--- src/comparator_cfg.svh ---
`ifndef COMPARATOR_CFG_SVH
`define COMPARATOR_CFG_SVH

// register byte offsets
`define CMP_CTRL_OFFSET 12'h000
`define CMP_LADDER_OFFSET 12'h004

// reset values
`define CMP_CTRL_RESET 32'h0000_0000
`define CMP_LADDER_RESET 32'h0000_0000

// bits that software may store
`define CMP_CTRL_WMASK 32'h000F_FFFF
`define CMP_LADDER_WMASK 32'h0000_007F

// control field positions
`define CMP_CHAN0_EN_BIT 0
`define CMP_CHAN1_EN_BIT 1
`define CMP_LEVEL_SEL_BIT 2
`define CMP_POLARITY_BIT 3
`define CMP_BOTH_EDGES_BIT 4
`define CMP_ORIENT_BIT 5
`define CMP_CHAN0_SYNC_BIT 6
`define CMP_CHAN1_SYNC_BIT 7
`define CMP_CHAN0_PLUS_LSB 8
`define CMP_CHAN0_MINUS_LSB 11
`define CMP_CHAN1_PLUS_LSB 14
`define CMP_CHAN1_MINUS_LSB 17
`define CMP_SEL_W 3
`define CMP_IRQ_CLEAR_BIT 20
`define CMP_CHAN0_STATE_BIT 21
`define CMP_CHAN1_STATE_BIT 22

// ladder field positions
`define CMP_LADDER_EN_BIT 0
`define CMP_LADDER_LEVEL_LSB 1
`define CMP_LADDER_LEVEL_W 5
`define CMP_LADDER_REF_BIT 6

`endif

--- src/comparator_pkg.sv ---
package comparator_pkg;

    // input multiplexer sources, in select-code order
    typedef enum logic [2:0] {
        SRC_LADDER,
        SRC_OWN_PIN0,
        SRC_OWN_PIN1,
        SRC_OWN_PIN2,
        SRC_OWN_PIN3,
        SRC_OTHER_PIN0,
        SRC_OTHER_PIN1,
        SRC_BANDGAP
    } input_src_t;

    // one analog switch per source
    typedef logic [7:0] switch_vec_t;

endpackage

--- src/comparator_channel.sv ---
`timescale 1ns/1ps
module comparator_channel (
    // clock and reset
    input wire logic pclk,
    input wire logic presetn,
    // analog core result and controls
    input wire logic raw,
    input wire logic enable,
    input wire logic sync_select,
    // results
    output logic out_pin,
    output logic state,
    output logic rise,
    output logic fall
);

    logic meta_reg;
    logic sync_reg;
    logic prev_reg;

    // two-stage synchroniser on the bus clock
    always_ff @(posedge pclk or negedge presetn) begin
        if (!presetn) begin
            meta_reg <= 1'b0;
            sync_reg <= 1'b0;
        end else begin
            // gated so a stale value from a powered-down core never reaches the edge detector
            meta_reg <= enable & raw;
            sync_reg <= meta_reg;
        end
    end

    // disabled channel reads low
    assign state = enable & sync_reg;

    // previous state for edge detection
    always_ff @(posedge pclk or negedge presetn) begin
        if (!presetn) begin
            prev_reg <= 1'b0;
        end else begin
            prev_reg <= state;
        end
    end

    assign rise = state & ~prev_reg;
    assign fall = ~state & prev_reg;

    // registered or direct output to timers and pin
    assign out_pin = sync_select ? state : (enable & raw);

endmodule

--- src/comparator_control.sv ---
`timescale 1ns/1ps
`include "comparator_cfg.svh"
module comparator_control #(
    parameter int ADDR_W = 12
) (
    // clock and reset
    input wire logic pclk,
    input wire logic presetn,
    // apb slave
    input wire logic psel,
    input wire logic penable,
    input wire logic pwrite,
    input wire logic [ADDR_W-1:0] paddr,
    input wire logic [31:0] pwdata,
    output logic [31:0] prdata,
    output logic pready,
    output logic pslverr,
    // analog comparator cores
    input wire logic chan0_raw,
    input wire logic chan1_raw,
    output logic chan0_enable,
    output logic chan1_enable,
    output comparator_pkg::switch_vec_t chan0_plus_switch,
    output comparator_pkg::switch_vec_t chan0_minus_switch,
    output comparator_pkg::switch_vec_t chan1_plus_switch,
    output comparator_pkg::switch_vec_t chan1_minus_switch,
    // voltage ladder
    output logic ladder_enable,
    output logic [4:0] ladder_level,
    output logic ladder_ref_select,
    // pins and timers
    output logic chan0_output_pin,
    output logic chan1_output_pin,
    output logic relax_osc_output_pin,
    // interrupts
    output logic chan0_irq,
    output logic chan1_irq,
    output logic irq
);

    logic [31:0] ctrl_reg;
    logic [31:0] ladder_reg;
    logic [31:0] prdata_reg;
    logic [1:0] pending_reg;
    logic relax_osc_output_pin_reg;
    logic setup_phase;
    logic wr_access;
    logic wr_ctrl;
    logic wr_ladder;
    logic clear_req;
    logic [1:0] addr_hit;
    logic [1:0] raw_vec;
    logic [1:0] enable_vec;
    logic [1:0] sync_vec;
    logic [1:0] pin_vec;
    logic [1:0] state_vec;
    logic [1:0] rise_vec;
    logic [1:0] fall_vec;
    logic [1:0] hit_vec;
    logic [1:0] chan_irq_vec;
    logic osc_set;
    logic osc_reset;

    // address decode shared by read and write paths
    function automatic logic [1:0] decode_addr(input logic [ADDR_W-1:0] addr);
        logic [1:0] hit;
        hit = 2'b00;
        if (addr == ADDR_W'(`CMP_CTRL_OFFSET)) begin
            hit[0] = 1'b1;
        end else if (addr == ADDR_W'(`CMP_LADDER_OFFSET)) begin
            hit[1] = 1'b1;
        end
        return hit;
    endfunction

    // apb phases; one decode shared by every path
    assign addr_hit = decode_addr(paddr);
    assign setup_phase = psel & ~penable;
    assign wr_access = psel & penable & pwrite;
    assign wr_ctrl = wr_access & addr_hit[0];
    assign wr_ladder = wr_access & addr_hit[1];
    assign clear_req = wr_ctrl & pwdata[`CMP_IRQ_CLEAR_BIT];

    // zero-wait slave, error on unmapped word
    assign pready = 1'b1;
    assign pslverr = psel & penable & (addr_hit == 2'b00);

    // control register, only configuration bits stored
    always_ff @(posedge pclk or negedge presetn) begin
        if (!presetn) begin
            ctrl_reg <= `CMP_CTRL_RESET;
        end else if (wr_ctrl) begin
            ctrl_reg <= pwdata & `CMP_CTRL_WMASK;
        end
    end

    // ladder register
    always_ff @(posedge pclk or negedge presetn) begin
        if (!presetn) begin
            ladder_reg <= `CMP_LADDER_RESET;
        end else if (wr_ladder) begin
            ladder_reg <= pwdata & `CMP_LADDER_WMASK;
        end
    end

    // read data captured in setup so it stands through the access cycle
    always_ff @(posedge pclk or negedge presetn) begin
        if (!presetn) begin
            prdata_reg <= 32'h0000_0000;
        end else if (setup_phase) begin
            prdata_reg <= 32'h0000_0000;
            if (addr_hit[0]) begin
                prdata_reg <= ctrl_reg;
                prdata_reg[`CMP_CHAN0_STATE_BIT] <= state_vec[0];
                prdata_reg[`CMP_CHAN1_STATE_BIT] <= state_vec[1];
            end else if (addr_hit[1]) begin
                prdata_reg <= ladder_reg;
            end
        end
    end

    assign prdata = prdata_reg;

    // control fields to the analog cores
    assign chan0_enable = ctrl_reg[`CMP_CHAN0_EN_BIT];
    assign chan1_enable = ctrl_reg[`CMP_CHAN1_EN_BIT];
    assign ladder_enable = ladder_reg[`CMP_LADDER_EN_BIT];
    assign ladder_level = ladder_reg[`CMP_LADDER_LEVEL_LSB +: `CMP_LADDER_LEVEL_W];
    assign ladder_ref_select = ladder_reg[`CMP_LADDER_REF_BIT];

    // input multiplexers; codes 5 and 6 reach the other core's pins 0 and 1
    input_select u_chan0_plus (
        .sel(ctrl_reg[`CMP_CHAN0_PLUS_LSB +: `CMP_SEL_W]),
        .switch_vec(chan0_plus_switch)
    );

    input_select u_chan0_minus (
        .sel(ctrl_reg[`CMP_CHAN0_MINUS_LSB +: `CMP_SEL_W]),
        .switch_vec(chan0_minus_switch)
    );

    input_select u_chan1_plus (
        .sel(ctrl_reg[`CMP_CHAN1_PLUS_LSB +: `CMP_SEL_W]),
        .switch_vec(chan1_plus_switch)
    );

    input_select u_chan1_minus (
        .sel(ctrl_reg[`CMP_CHAN1_MINUS_LSB +: `CMP_SEL_W]),
        .switch_vec(chan1_minus_switch)
    );

    // per-channel vectors for the generate loop
    assign raw_vec = {chan1_raw, chan0_raw};
    assign enable_vec = {ctrl_reg[`CMP_CHAN1_EN_BIT], ctrl_reg[`CMP_CHAN0_EN_BIT]};
    assign sync_vec = {ctrl_reg[`CMP_CHAN1_SYNC_BIT], ctrl_reg[`CMP_CHAN0_SYNC_BIT]};

    // output conditioning per comparator
    generate
        for (genvar i = 0; i < 2; i++) begin : g_chan
            comparator_channel u_chan (
                .pclk(pclk),
                .presetn(presetn),
                .raw(raw_vec[i]),
                .enable(enable_vec[i]),
                .sync_select(sync_vec[i]),
                .out_pin(pin_vec[i]),
                .state(state_vec[i]),
                .rise(rise_vec[i]),
                .fall(fall_vec[i])
            );
        end
    endgenerate

    assign chan0_output_pin = pin_vec[0];
    assign chan1_output_pin = pin_vec[1];

    // qualifying edges: both edges override the polarity choice
    always_comb begin
        if (ctrl_reg[`CMP_BOTH_EDGES_BIT]) begin
            hit_vec = rise_vec | fall_vec;
        end else if (ctrl_reg[`CMP_POLARITY_BIT]) begin
            hit_vec = rise_vec;
        end else begin
            hit_vec = fall_vec;
        end
    end

    // sticky edge requests; a new edge wins over a clear in the same cycle
    always_ff @(posedge pclk or negedge presetn) begin
        if (!presetn) begin
            pending_reg <= 2'b00;
        end else begin
            pending_reg <= ((clear_req ? 2'b00 : pending_reg) | hit_vec);
        end
    end

    // level mode follows state, edge mode shows the pending flag
    assign chan_irq_vec = ctrl_reg[`CMP_LEVEL_SEL_BIT] ? state_vec : pending_reg;
    assign chan0_irq = chan_irq_vec[0];
    assign chan1_irq = chan_irq_vec[1];
    assign irq = |chan_irq_vec;

    // orientation swaps which comparator sets and which resets
    assign osc_set = ctrl_reg[`CMP_ORIENT_BIT] ? state_vec[1] : state_vec[0];
    assign osc_reset = ctrl_reg[`CMP_ORIENT_BIT] ? state_vec[0] : state_vec[1];

    // set/reset latch forming the relaxation oscillator, reset dominant
    always_ff @(posedge pclk or negedge presetn) begin
        if (!presetn) begin
            relax_osc_output_pin_reg <= 1'b0;
        end else if (osc_reset) begin
            relax_osc_output_pin_reg <= 1'b0;
        end else if (osc_set) begin
            relax_osc_output_pin_reg <= 1'b1;
        end
    end

    assign relax_osc_output_pin = relax_osc_output_pin_reg;

endmodule

--- src/input_select.sv ---
`timescale 1ns/1ps
module input_select (
    // select code from the control register
    input wire logic [2:0] sel,
    // one-hot analog switch enables, index = source
    output comparator_pkg::switch_vec_t switch_vec
);

    // turn a select code into one closed switch
    function automatic comparator_pkg::switch_vec_t decode_src(input logic [2:0] code);
        comparator_pkg::switch_vec_t v;
        v = 8'h00;
        case (comparator_pkg::input_src_t'(code))
            comparator_pkg::SRC_LADDER: v[0] = 1'b1;
            comparator_pkg::SRC_OWN_PIN0: v[1] = 1'b1;
            comparator_pkg::SRC_OWN_PIN1: v[2] = 1'b1;
            comparator_pkg::SRC_OWN_PIN2: v[3] = 1'b1;
            comparator_pkg::SRC_OWN_PIN3: v[4] = 1'b1;
            comparator_pkg::SRC_OTHER_PIN0: v[5] = 1'b1;
            comparator_pkg::SRC_OTHER_PIN1: v[6] = 1'b1;
            comparator_pkg::SRC_BANDGAP: v[7] = 1'b1;
            default: v = 8'h00;
        endcase
        return v;
    endfunction

    // same encoding for every multiplexer
    assign switch_vec = decode_src(sel);

endmodule
--- config.mk ---
export PLATFORM = sky130hd
export DESIGN_NAME = comparator_control
export DESIGN_NICKNAME = d
export VERILOG_FILES = /design/src/comparator_pkg.sv /design/src/comparator_channel.sv /design/src/comparator_control.sv /design/src/input_select.sv
export VERILOG_INCLUDE_DIRS = /design/src
export SDC_FILE = /design/constraint.sdc
export NUM_CORES = 1
export LEC_CHECK = 0
export BUFFER_PORTS_ARGS = -buffer_cell sky130_fd_sc_hd__buf_2
export CAP_MARGIN = 20
export CORE_ASPECT_RATIO = 0.5
export CORE_MARGIN = 1.5
export CORE_UTILIZATION = 49
export CTS_BUF_LIST = sky130_fd_sc_hd__clkbuf_8
export DETAILED_ROUTE_END_ITERATION = 10
export PLACE_DENSITY = 0.83
export SLEW_MARGIN = 40
export SYNTH_ARGS = -nofsm -noshare
export SYNTH_HDL_FRONTEND = slang
export SYNTH_SLANG_ARGS = --single-unit
--- constraint.sdc ---
create_clock -name pclk -period 2 [get_ports pclk]
set_input_delay 0.4 -clock pclk [delete_from_list [all_inputs] [get_ports pclk]]
set_output_delay 0.4 -clock pclk [all_outputs]
set_load 0.05 [all_outputs]
==> run metrics, run 1 <==
reg2reg start ctrl_reg[0]; GRT Total Usage 20.9%; R2R depth 6; Synth Area per Inst 11.3 um2; register bit total from synthesis 58; placed cell areas 3540 um2; DIE WIDTH 113 um; CP Data Arrival Time 1570 ps; sequential cell area 1450 um2; CP max-delay cell or4_4; GRT overflow 0; worst clock skew 4.88 ps; met1 Resource Use GR 24.7%; Area growth, synth to finish 30.4%; final setup violating endpoints 0; Initial Utilization 52.3%; most area-consuming cells after synthesis dfrtp_1 (49%), mux2_2 (11%), o21ai_2 (5.9%); worst setup path class primary input to output port; Post-synth EDFFs 0; CTS Buf Count 9; Multi-input gate area 1350 um2; mapped cell area 2950 um2; CORE AREA 5630 um2; clock sink total 58; Port Buffers 109; Final Wtd Congestion 0.716; Hold Path Class primary input to async pin; M2 GR Usage 37.3%; drt total wl 6.45 mm; largest net degree at the start of global routing 59; Routed WL per cell 14.5 um; number of fill cells 410; # hold bufs at CTS 0; Clock Tree Buf Depth 2; Setup TNS 0 ps; end of the critical path pslverr; Post-synth top cells dfrtp_1 (58), nand2_1 (29), mux2_2 (28), o21ai_2 (20), nand2b_1 (16); cell taking the most area after synthesis dfrtp_1; Final WS setup 28.1 ps; Leakage 2.10 nW; met3 Resource Use GR 5.86%; Pwr Density 698 nW/um2; DRT Pass-1 Iters 4; count leader, synth dfrtp_1; vias 2264; IO Pins 132; Routed Antenna Nets 0; GRT busiest layer met2; VDD IR-drop max 0.423 mV; Max Cap Violations 0; worst-path cell chain buf_2, or4_4, o311a_4, buf_8; H-tree Lvls 3; vias per inst 5.08; dpl hpwl 4.67 mm; Largest register FFs 22; reg-to-reg endpoint pending_reg[0]; commonest register cell after synthesis dfrtp_1; share of cells above drive strength 1 52.3%; detailed router's first-iteration violation count 86; vias in the first global route 2271; Worst-Skew Late Latency 330 ps; Row Count 19; Root Driver clkbuf_8; CTS tree yes; Die ar. 6520 um2; CP Launch Point paddr[0]; FFs w/ async S/R, synth 100%; first-pass GRT wire length 10.6 mm; outcome finished clean; DR DRC count 0; Final period util 98.6%; startpoint class of the critical path primary input; Setup WS pre-CTS -140 ps; YS warnings 0; chip height 57.8 um; fin area 3840 um2; Worst-path clk slew 60 ps; final hold violations 0; Max FO, Critical Path 2; min cycle time layout 1970 ps; R2R Setup Slk 510 ps; RSZ-0062 raised after global routing false; fin. max-slew vios 0; CP required 1600 ps; hold slack 66.7 ps; cell count after synthesis 260; ANT cells 0; upper clock frequency limit 0.507 GHz; max incr delay on CP 530 ps; initial antenna violation count 0; Setup crit end kind output port; sequential-to-total area share from yosys stat 49.3%; synth unique cells 31; share of the synthesized area in the top cell type 49.3%; Nets 423
==> placed cells by master (no fill, tap or decap) <==
| cell | netlist | layout |
|---|---|---|
| mux2_2 | 28 | 28 |
| o21ai_0 | 6 | 6 |
| clkbuf_4 | 0 | 1 |
| nor2_1 | 3 | 3 |
| or3_4 | 0 | 1 |
| bufinv_16 | 0 | 3 |
| nor4_4 | 2 | 2 |
| ha_1 | 4 | 4 |
| nand4_1 | 1 | 1 |
| mux2_1 | 1 | 1 |
| or4_4 | 3 | 3 |
| buf_12 | 0 | 3 |
| nand2_1 | 29 | 27 |
| and3b_1 | 9 | 9 |
| o311a_4 | 0 | 1 |
| inv_1 | 6 | 6 |
| clkinv_2 | 0 | 2 |
| clkbuf_8 | 0 | 11 |
| buf_4 | 13 | 8 |
| dfrtp_1 | 58 | 58 |
| o21ai_2 | 20 | 20 |
| o211ai_1 | 1 | 1 |
| a31oi_2 | 0 | 1 |
| nand4b_1 | 1 | 1 |
| o31ai_1 | 2 | 2 |
| nor3b_1 | 12 | 12 |
| buf_8 | 0 | 1 |
| and3_1 | 4 | 4 |
| mux2i_1 | 9 | 9 |
| nand2b_1 | 16 | 16 |
| o221a_2 | 2 | 2 |
| nand2_2 | 0 | 2 |
| conb_1 | 2 | 11 |
| and2_1 | 2 | 2 |
| nor3_1 | 5 | 5 |
| buf_2 | 0 | 106 |
==> through the flow <==
step / instances / util (%) / power, W
finish: 446 / 68.2 / 0.00268
global route: 446 / 68.2 / 0.00278
floorplan: 269 / - / 0.00130
detailed placement: 428 / 62.8 / 0.00136
global placement: 428 / 62.8 / 0.00135
CTS: 446 / 67.8 / 0.00271
==> area by class of cell <==
cell class	instances	area share, %
clock buffers	11	3.94
repair buffers	119	17.5
well taps	73	2.38
multi-input cells	174	35.2
clock inverters	5	2.61
inverters	6	0.586
flip-flops and latches	58	37.8
==> routing by layer <==
| layer | vias up | wire, um |
|---|---|---|
| li1 | 1091 | - |
| met1 | 1103 | 2690 |
| met2 | 64 | 3390 |
| met3 | 6 | 307 |
| met4 | 0 | 63 |
| met5 | - | 0 |
==> how the worst min path moves through the flow <==
| stage | to | slack [ps] | from | depth (start not counted) |
|---|---|---|---|---|
| after floorplan | ctrl_reg[0] | 100 | presetn | 0 |
| after global placement | g_chan[1].u_chan.sync_reg | 330 | g_chan[1].u_chan.meta_reg | 0 |
| after detailed placement | g_chan[0].u_chan.sync_reg | 340 | g_chan[0].u_chan.meta_reg | 0 |
| after CTS | g_chan[0].u_chan.prev_reg | 70 | presetn | 2 |
| after global routing | ladder_reg[4] | 80 | presetn | 2 |
| final | ladder_reg[4] | 70 | presetn | 2 |
==> worst max-delay path, delay by kind of cell <==
family,cells,cell delay [ps]
simple gates,1,530
compound gates,1,390
buf+inv,2,240
==> cells by family after synthesis <==
| group | after synthesis | synth area share, % |
|---|---|---|
| AOI/OAI and AO/OA | 33 | 9.09 |
| muxes | 38 | 14.1 |
| DFF | 58 | 49.3 |
| and+or+nand+nor | 88 | 18.7 |
| buffers and inverters | 37 | 6.88 |
| adders and majority gates | 4 | 1.70 |
| other | 2 | 0.255 |
==> repair_timing <==
item | in CTS | in global routing
gates cloned | 0 | 0
setup endpoints to repair | 3 | 3
hold endpoints to repair | 0 | 0
setup buffers | 2 | 0
pin swaps | 2 | 0
gates resized for setup | 4 | 6
==> power breakdown <==
group	total (W)	switching, W	internal (W)	leakage, nW
logic	0.000165	0.000111	0.0000536	1.17
registers	0.00118	0.00000113	0.00117	0.800
clock network	0.00134	0.000449	0.000891	0.129
Note: power is estimated with default switching activity, not from simulation.
==> inputs of run 2 (changes only) <==
PLACE_DENSITY = 0.86   (was 0.83)
==> run metrics, run 2 (synthesis gave the netlist of run 1 again) <==
CP required 1600 ps (about the same); GRT Total Usage 22.0% (was 20.9%); Final Wtd Congestion 0.737 (was 0.716); Final period util 99.0% (was 98.6%); reg2reg start ctrl_reg[1] (was ctrl_reg[0]); Cells after DPL 429 (was 428); startpoint class of the critical path primary input (unchanged); RSZ-0062 raised after global routing false (unchanged); DR DRC count 0 (unchanged); CP bufs+invs 2 (unchanged); clock sink total 58 (unchanged); worst clock skew 6.54 ps (was 4.88 ps); Die ar. 6520 um2 (unchanged); delay-heaviest family, CP simple AND/OR/NAND/NOR gates (unchanged); ANT cells 0 (unchanged); WP depth 4 (unchanged); Routed WL per cell 15.1 um (was 14.5 um); CTS Buf Count 9 (unchanged); min cycle time layout 1980 ps (was 1970 ps); R2R Setup Slk 580 ps (was 510 ps); final hold violations 0 (unchanged); worst setup path class primary input to output port (unchanged); Row Count 19 (unchanged); number of fill cells 411 (was 410); worst-path cell chain buf_2, or4_4, o311a_4, buf_6 (was buf_2, or4_4, o311a_4, buf_8); CORE AREA 5630 um2 (unchanged); Largest register FFs 22 (unchanged); Max FO, Critical Path 2 (unchanged); Max Cap Violations 0 (unchanged); Hold Path Class primary input to async pin (unchanged); VDD IR-drop max 0.368 mV (was 0.423 mV); Setup crit end kind output port (unchanged); dpl hpwl 4.72 mm (was 4.67 mm); Post-Layout Cell Count 447 (was 446); DIE WIDTH 113 um (unchanged); CTS tree yes (unchanged); placed cell areas 3550 um2 (was 3540 um2); Routed Antenna Nets 0 (unchanged); fin. max-slew vios 0 (unchanged); reg-to-reg endpoint pending_reg[1] (was pending_reg[0]); GRT overflow 0 (unchanged); detailed router's first-iteration violation count 68 (was 86); Port Buffers 109 (unchanged); vias in the first global route 2207 (was 2271); drt total wl 6.77 mm (was 6.45 mm); Worst-Skew Late Latency 340 ps (was 330 ps); Pwr Density 644 nW/um2 (was 698 nW/um2); outcome finished clean (unchanged); chip height 57.8 um (unchanged); H-tree Lvls 3 (unchanged); first-pass GRT wire length 10.9 mm (was 10.6 mm); Initial Utilization 52.3% (unchanged); CP Launch Point paddr[1] (was paddr[0]); Worst-path clk slew 70 ps (was 60 ps); IO Pins 132 (unchanged); fin area 3790 um2 (was 3840 um2); initial antenna violation count 0 (unchanged); CP max-delay cell or4_4 (unchanged); share of cells above drive strength 1 52.4% (was 52.3%); end of the critical path pslverr (unchanged); Clock Tree Buf Depth 2 (unchanged); vias per inst 5.16 (was 5.08); most frequent cells in the layout buf_2 (107), dfrtp_1 (57), nand2_1 (28), mux2_2 (28), o21ai_2 (20) (was buf_2 (106), dfrtp_1 (58), mux2_2 (28), nand2_1 (27), o21ai_2 (20)); R2R depth 6 (unchanged); vias 2308 (was 2264); Area growth, synth to finish 28.6% (was 30.4%); max incr delay on CP 540 ps (was 530 ps); DRT Pass-1 Iters 4 (unchanged); Root Driver clkbuf_8 (unchanged); final setup violating endpoints 0 (unchanged); CP Data Arrival Time 1580 ps (was 1570 ps); Leakage 2.07 nW (was 2.10 nW); commonest non-fill, non-tap cell in the layout buf_2 (unchanged); largest net degree at the start of global routing 39 (was 59); upper clock frequency limit 0.505 GHz (was 0.507 GHz); Nets 424 (was 423)
run 2: worst reg2reg max path, delay by kind of cell, from the launching register on:
family	cells	cell delay, ps
buffers and inverters	1	120
and+or+nand+nor	2	230
DFF	1	440
adders and majority gates	1	280
AOI/OAI and AO/OA	2	230
run 2: timing repair:
item | 4_1_cts | 5_1_grt
buffers inserted | 2 | 0
hold buffers | 0 | 0
setup endpoints to repair | 3 | 2
cloned | 0 | 0
pin swaps | 2 | 0
resized for setup | 4 | 2
run 2: report_power, final:
group	total (W)	internal (W)	switching, W
Clock	0.00110	0.000636	0.000463
Sequential	0.00117	0.00117	0.00000112
Combinational	0.000165	0.0000521	0.000113
Total	0.00244	0.00186	0.000578
run 2: worst min-delay path by stage:
stage                                         start  cells past startpoint  slack, ps                         to
after floorplan                             presetn                      0        100                ctrl_reg[0]
after global placement    g_chan[0].u_chan.meta_reg                      0        330  g_chan[0].u_chan.sync_reg
after detailed placement  g_chan[1].u_chan.meta_reg                      0        330  g_chan[1].u_chan.sync_reg
after CTS                                   presetn                      1         20  g_chan[1].u_chan.meta_reg
after global routing                        presetn                      1         40              ladder_reg[4]
final                                       presetn                      1         10                  prdata[6]
run 2: final cells by class:
type | instances | area, um2 | share of cell area, %
Inverter | 6 | 22.5 | 0.594
Timing Repair Buffer | 120 | 674 | 17.8
Clock buffer | 11 | 151 | 3.99
Tap cell | 73 | 91.3 | 2.41
Sequential cell | 58 | 1450 | 38.3
Multi-Input combinational cell | 174 | 1350 | 35.5
Clock inverter | 5 | 52.6 | 1.39
run 2: metrics by stage:
stage | total power, W | worst slack, ps | TNS (ps) | hold slack, ps | utilization (%)
2_1_floorplan | 0.00130 | -125 | -1650 | 104 | -
3_3_place_gp | 0.00135 | -111 | -3950 | 332 | 63.0
3_5_place_dp | 0.00136 | -176 | -5340 | 335 | 63.0
4_1_cts | 0.00246 | -5.26 | -5.26 | 16.9 | 67.1
5_1_grt | 0.00253 | 4.95 | 0 | 41.7 | 67.3
6_report | 0.00244 | 19.4 | 0 | 9.76 | 67.3
run 2: per-layer routing:
layer	up-vias	track usage [%]	part of all wire, %
met1	1119	24.7	39
li1	1103	-	-
met4	0	9.40	2.3
met5	-	0	0
met2	69	39.5	53
met3	17	7.11	5.2
==> inputs of run 3 (changes only) <==
--- a/config.mk
+++ b/config.mk
@@ -15,2 +15,3 @@
 export DETAILED_ROUTE_END_ITERATION = 10
+export MAX_ROUTING_LAYER = met4
 export PLACE_DENSITY = 0.86
==> constraint.sdc (replaced) <==
create_clock -name pclk -period 2 [get_ports pclk]
set_input_delay 0.2 -clock pclk [delete_from_list [all_inputs] [get_ports pclk]]
set_output_delay 0.2 -clock pclk [all_outputs]
set_load 0.05 [all_outputs]
==> run metrics, run 3 (synthesis gave the netlist of run 1 again) <==
post_cts resized 0 (was 4); Largest register FFs 22 (unchanged); Die ar. 6520 um2 (unchanged); vias 2302 (was 2308); largest net degree at the start of global routing 59 (was 39); GRT Total Usage 22.6% (was 22.0%); CORE AREA 5630 um2 (unchanged); final setup violating endpoints 0 (unchanged); Row Count 19 (unchanged); Pwr Density 642 nW/um2 (was 644 nW/um2); drt total wl 6.71 mm (was 6.77 mm); worst clock skew 5.73 ps (was 6.54 ps); H-tree Lvls 3 (unchanged); switching share of power 24.1% (was 23.7%); RSZ-0062 raised after global routing false (unchanged); final hold violations 0 (unchanged); Max FO, Critical Path 5 (was 2); Psw 0.000581 W (was 0.000578 W); fin. max-slew vios 0 (unchanged); GRT overflow 0 (unchanged); combinational power share 6.7% (was 6.8%); Power Total 0.00241 W (was 0.00244 W); ANT cells 0 (unchanged); VDD IR-drop max 0.569 mV (was 0.368 mV); Final period util 88.8% (was 99.0%); Worst-Skew Late Latency 330 ps (was 340 ps); chip height 57.8 um (unchanged); detailed router's first-iteration violation count 90 (was 68); DRT Pass-1 Iters 7 (was 4); outcome finished clean (unchanged); Setup TNS 0 ps (unchanged); share of cells above drive strength 1 51.1% (was 52.4%); Final Wtd Congestion 0.726 (was 0.737); Area growth, synth to finish 27.6% (was 28.6%); sequential share of power 48.7% (was 48.2%); Cells after DPL 428 (was 429); Leakage 2.05 nW (was 2.07 nW); Setup crit end kind output port (unchanged); startpoint class of the critical path flip-flop (was primary input); IO Pins 132 (unchanged); Port Buffers 109 (unchanged); vias in the first global route 2299 (was 2207); Hold Path Class primary input to flip-flop (was primary input to async pin); Root Driver clkbuf_8 (unchanged); worst setup path class flip-flop to output port (was primary input to output port); DIE WIDTH 113 um (unchanged); Max Cap Violations 0 (unchanged); Nets 422 (was 424); commonest non-fill, non-tap cell in the layout buf_2 (unchanged); hold slack 99.7 ps (was 9.76 ps); Clock power frac 44.6% (was 45.0%); DR DRC count 0 (unchanged); CP required 1800 ps (was 1600 ps); Clock Tree Buf Depth 2 (unchanged); Worst-path clk slew 70 ps (about the same); dpl hpwl 4.86 mm (was 4.72 mm); initial antenna violation count 0 (unchanged); most frequent cells in the layout buf_2 (109), dfrtp_1 (58), nand2_1 (29), mux2_2 (28), o21ai_2 (20) (was buf_2 (107), dfrtp_1 (57), nand2_1 (28), mux2_2 (28), o21ai_2 (20)); min cycle time layout 1780 ps (was 1980 ps); internal power 0.00183 W (was 0.00186 W); CTS tree yes (unchanged); Initial Utilization 52.3% (unchanged); Routed WL per cell 15.1 um (about the same); number of fill cells 415 (was 411); CTS Buf Count 9 (unchanged); Post-Layout Cell Count 445 (was 447); vias per inst 5.17 (was 5.16); clock sink total 58 (unchanged); CP Data Arrival Time 1580 ps (about the same); R2R Setup Slk 470 ps (was 580 ps); Routed Antenna Nets 0 (unchanged); upper clock frequency limit 0.563 GHz (was 0.505 GHz); first-pass GRT wire length 10.9 mm (about the same); Finished Core Util 66.8% (was 67.3%)
==> run 3: cell types whose count changed in the layout (fill, tap and decap cells not counted), sizes merged <==
cell and delta:
buf -3, dlygate4sd3 +1, clkinvlp +2, clkbuf -1
clkinv -1
==> run 3: worst max-delay path, stage by stage (launching register included) <==
cell and delay, ps:
dfrtp_1 430, nand2_1 180, inv_1 140, mux2_2 280, buf_2 210
==> run 3: repair_timing <==
action                    CTS  global route
hold endpoints to repair   58             0
hold buffers                1             0
buffers inserted            0             0
==> run 3: final timing paths <==
check	cells past startpoint	to	startpoint
hold / removal	2	ctrl_reg[17]	pwdata[17]
hold reg to reg	0	g_chan[0].u_chan.sync_reg	g_chan[0].u_chan.meta_reg
max in group asynchronous	3	prdata[18]	presetn
min in group asynchronous	3	ladder_reg[5]	presetn
setup reg to reg	6	pending_reg[1]	ctrl_reg[1]
setup / recovery	4	chan1_output_pin	ctrl_reg[1]
==> run 3: power groups by stage <==
stage	clock network, W	logic (W)	registers, W
after floorplan	0	0.0000994	0.00120
after global placement	0	0.000156	0.00120
after detailed placement	0	0.000161	0.00120
after CTS	0.00110	0.000164	0.00117
after global routing	0.00115	0.000176	0.00117
final	0.00108	0.000163	0.00117
==> run 3: final cells by class <==
type,count,area [um2],area share (%)
Clock inverter,6,66.3,1.76
Multi-Input combinational cell,174,1330,35.3
Tap cell,73,91.3,2.43
Inverter,6,22.5,0.599
Clock buffer,10,138,3.66
Sequential cell,58,1450,38.6
Timing Repair Buffer,118,666,17.7
==> run 3: metal layers <==
layer  GRT usage, %  share of wire, %  up-vias
li1               -                 -     1093
met1           24.5                40     1132
met2           40.2                54       68
met3           6.38               5.0        9
met4           9.22               1.1        0
met5              -                 0        -
==> run 3: metrics by stage <==
stage          setup slack, ps  instance area [um2]
2_1_floorplan             28.4                 2980
3_3_place_gp              72.1                 3550
3_5_place_dp              25.2                 3550
4_1_cts                    199                 3760
5_1_grt                    121                 3760
6_report                   224                 3760
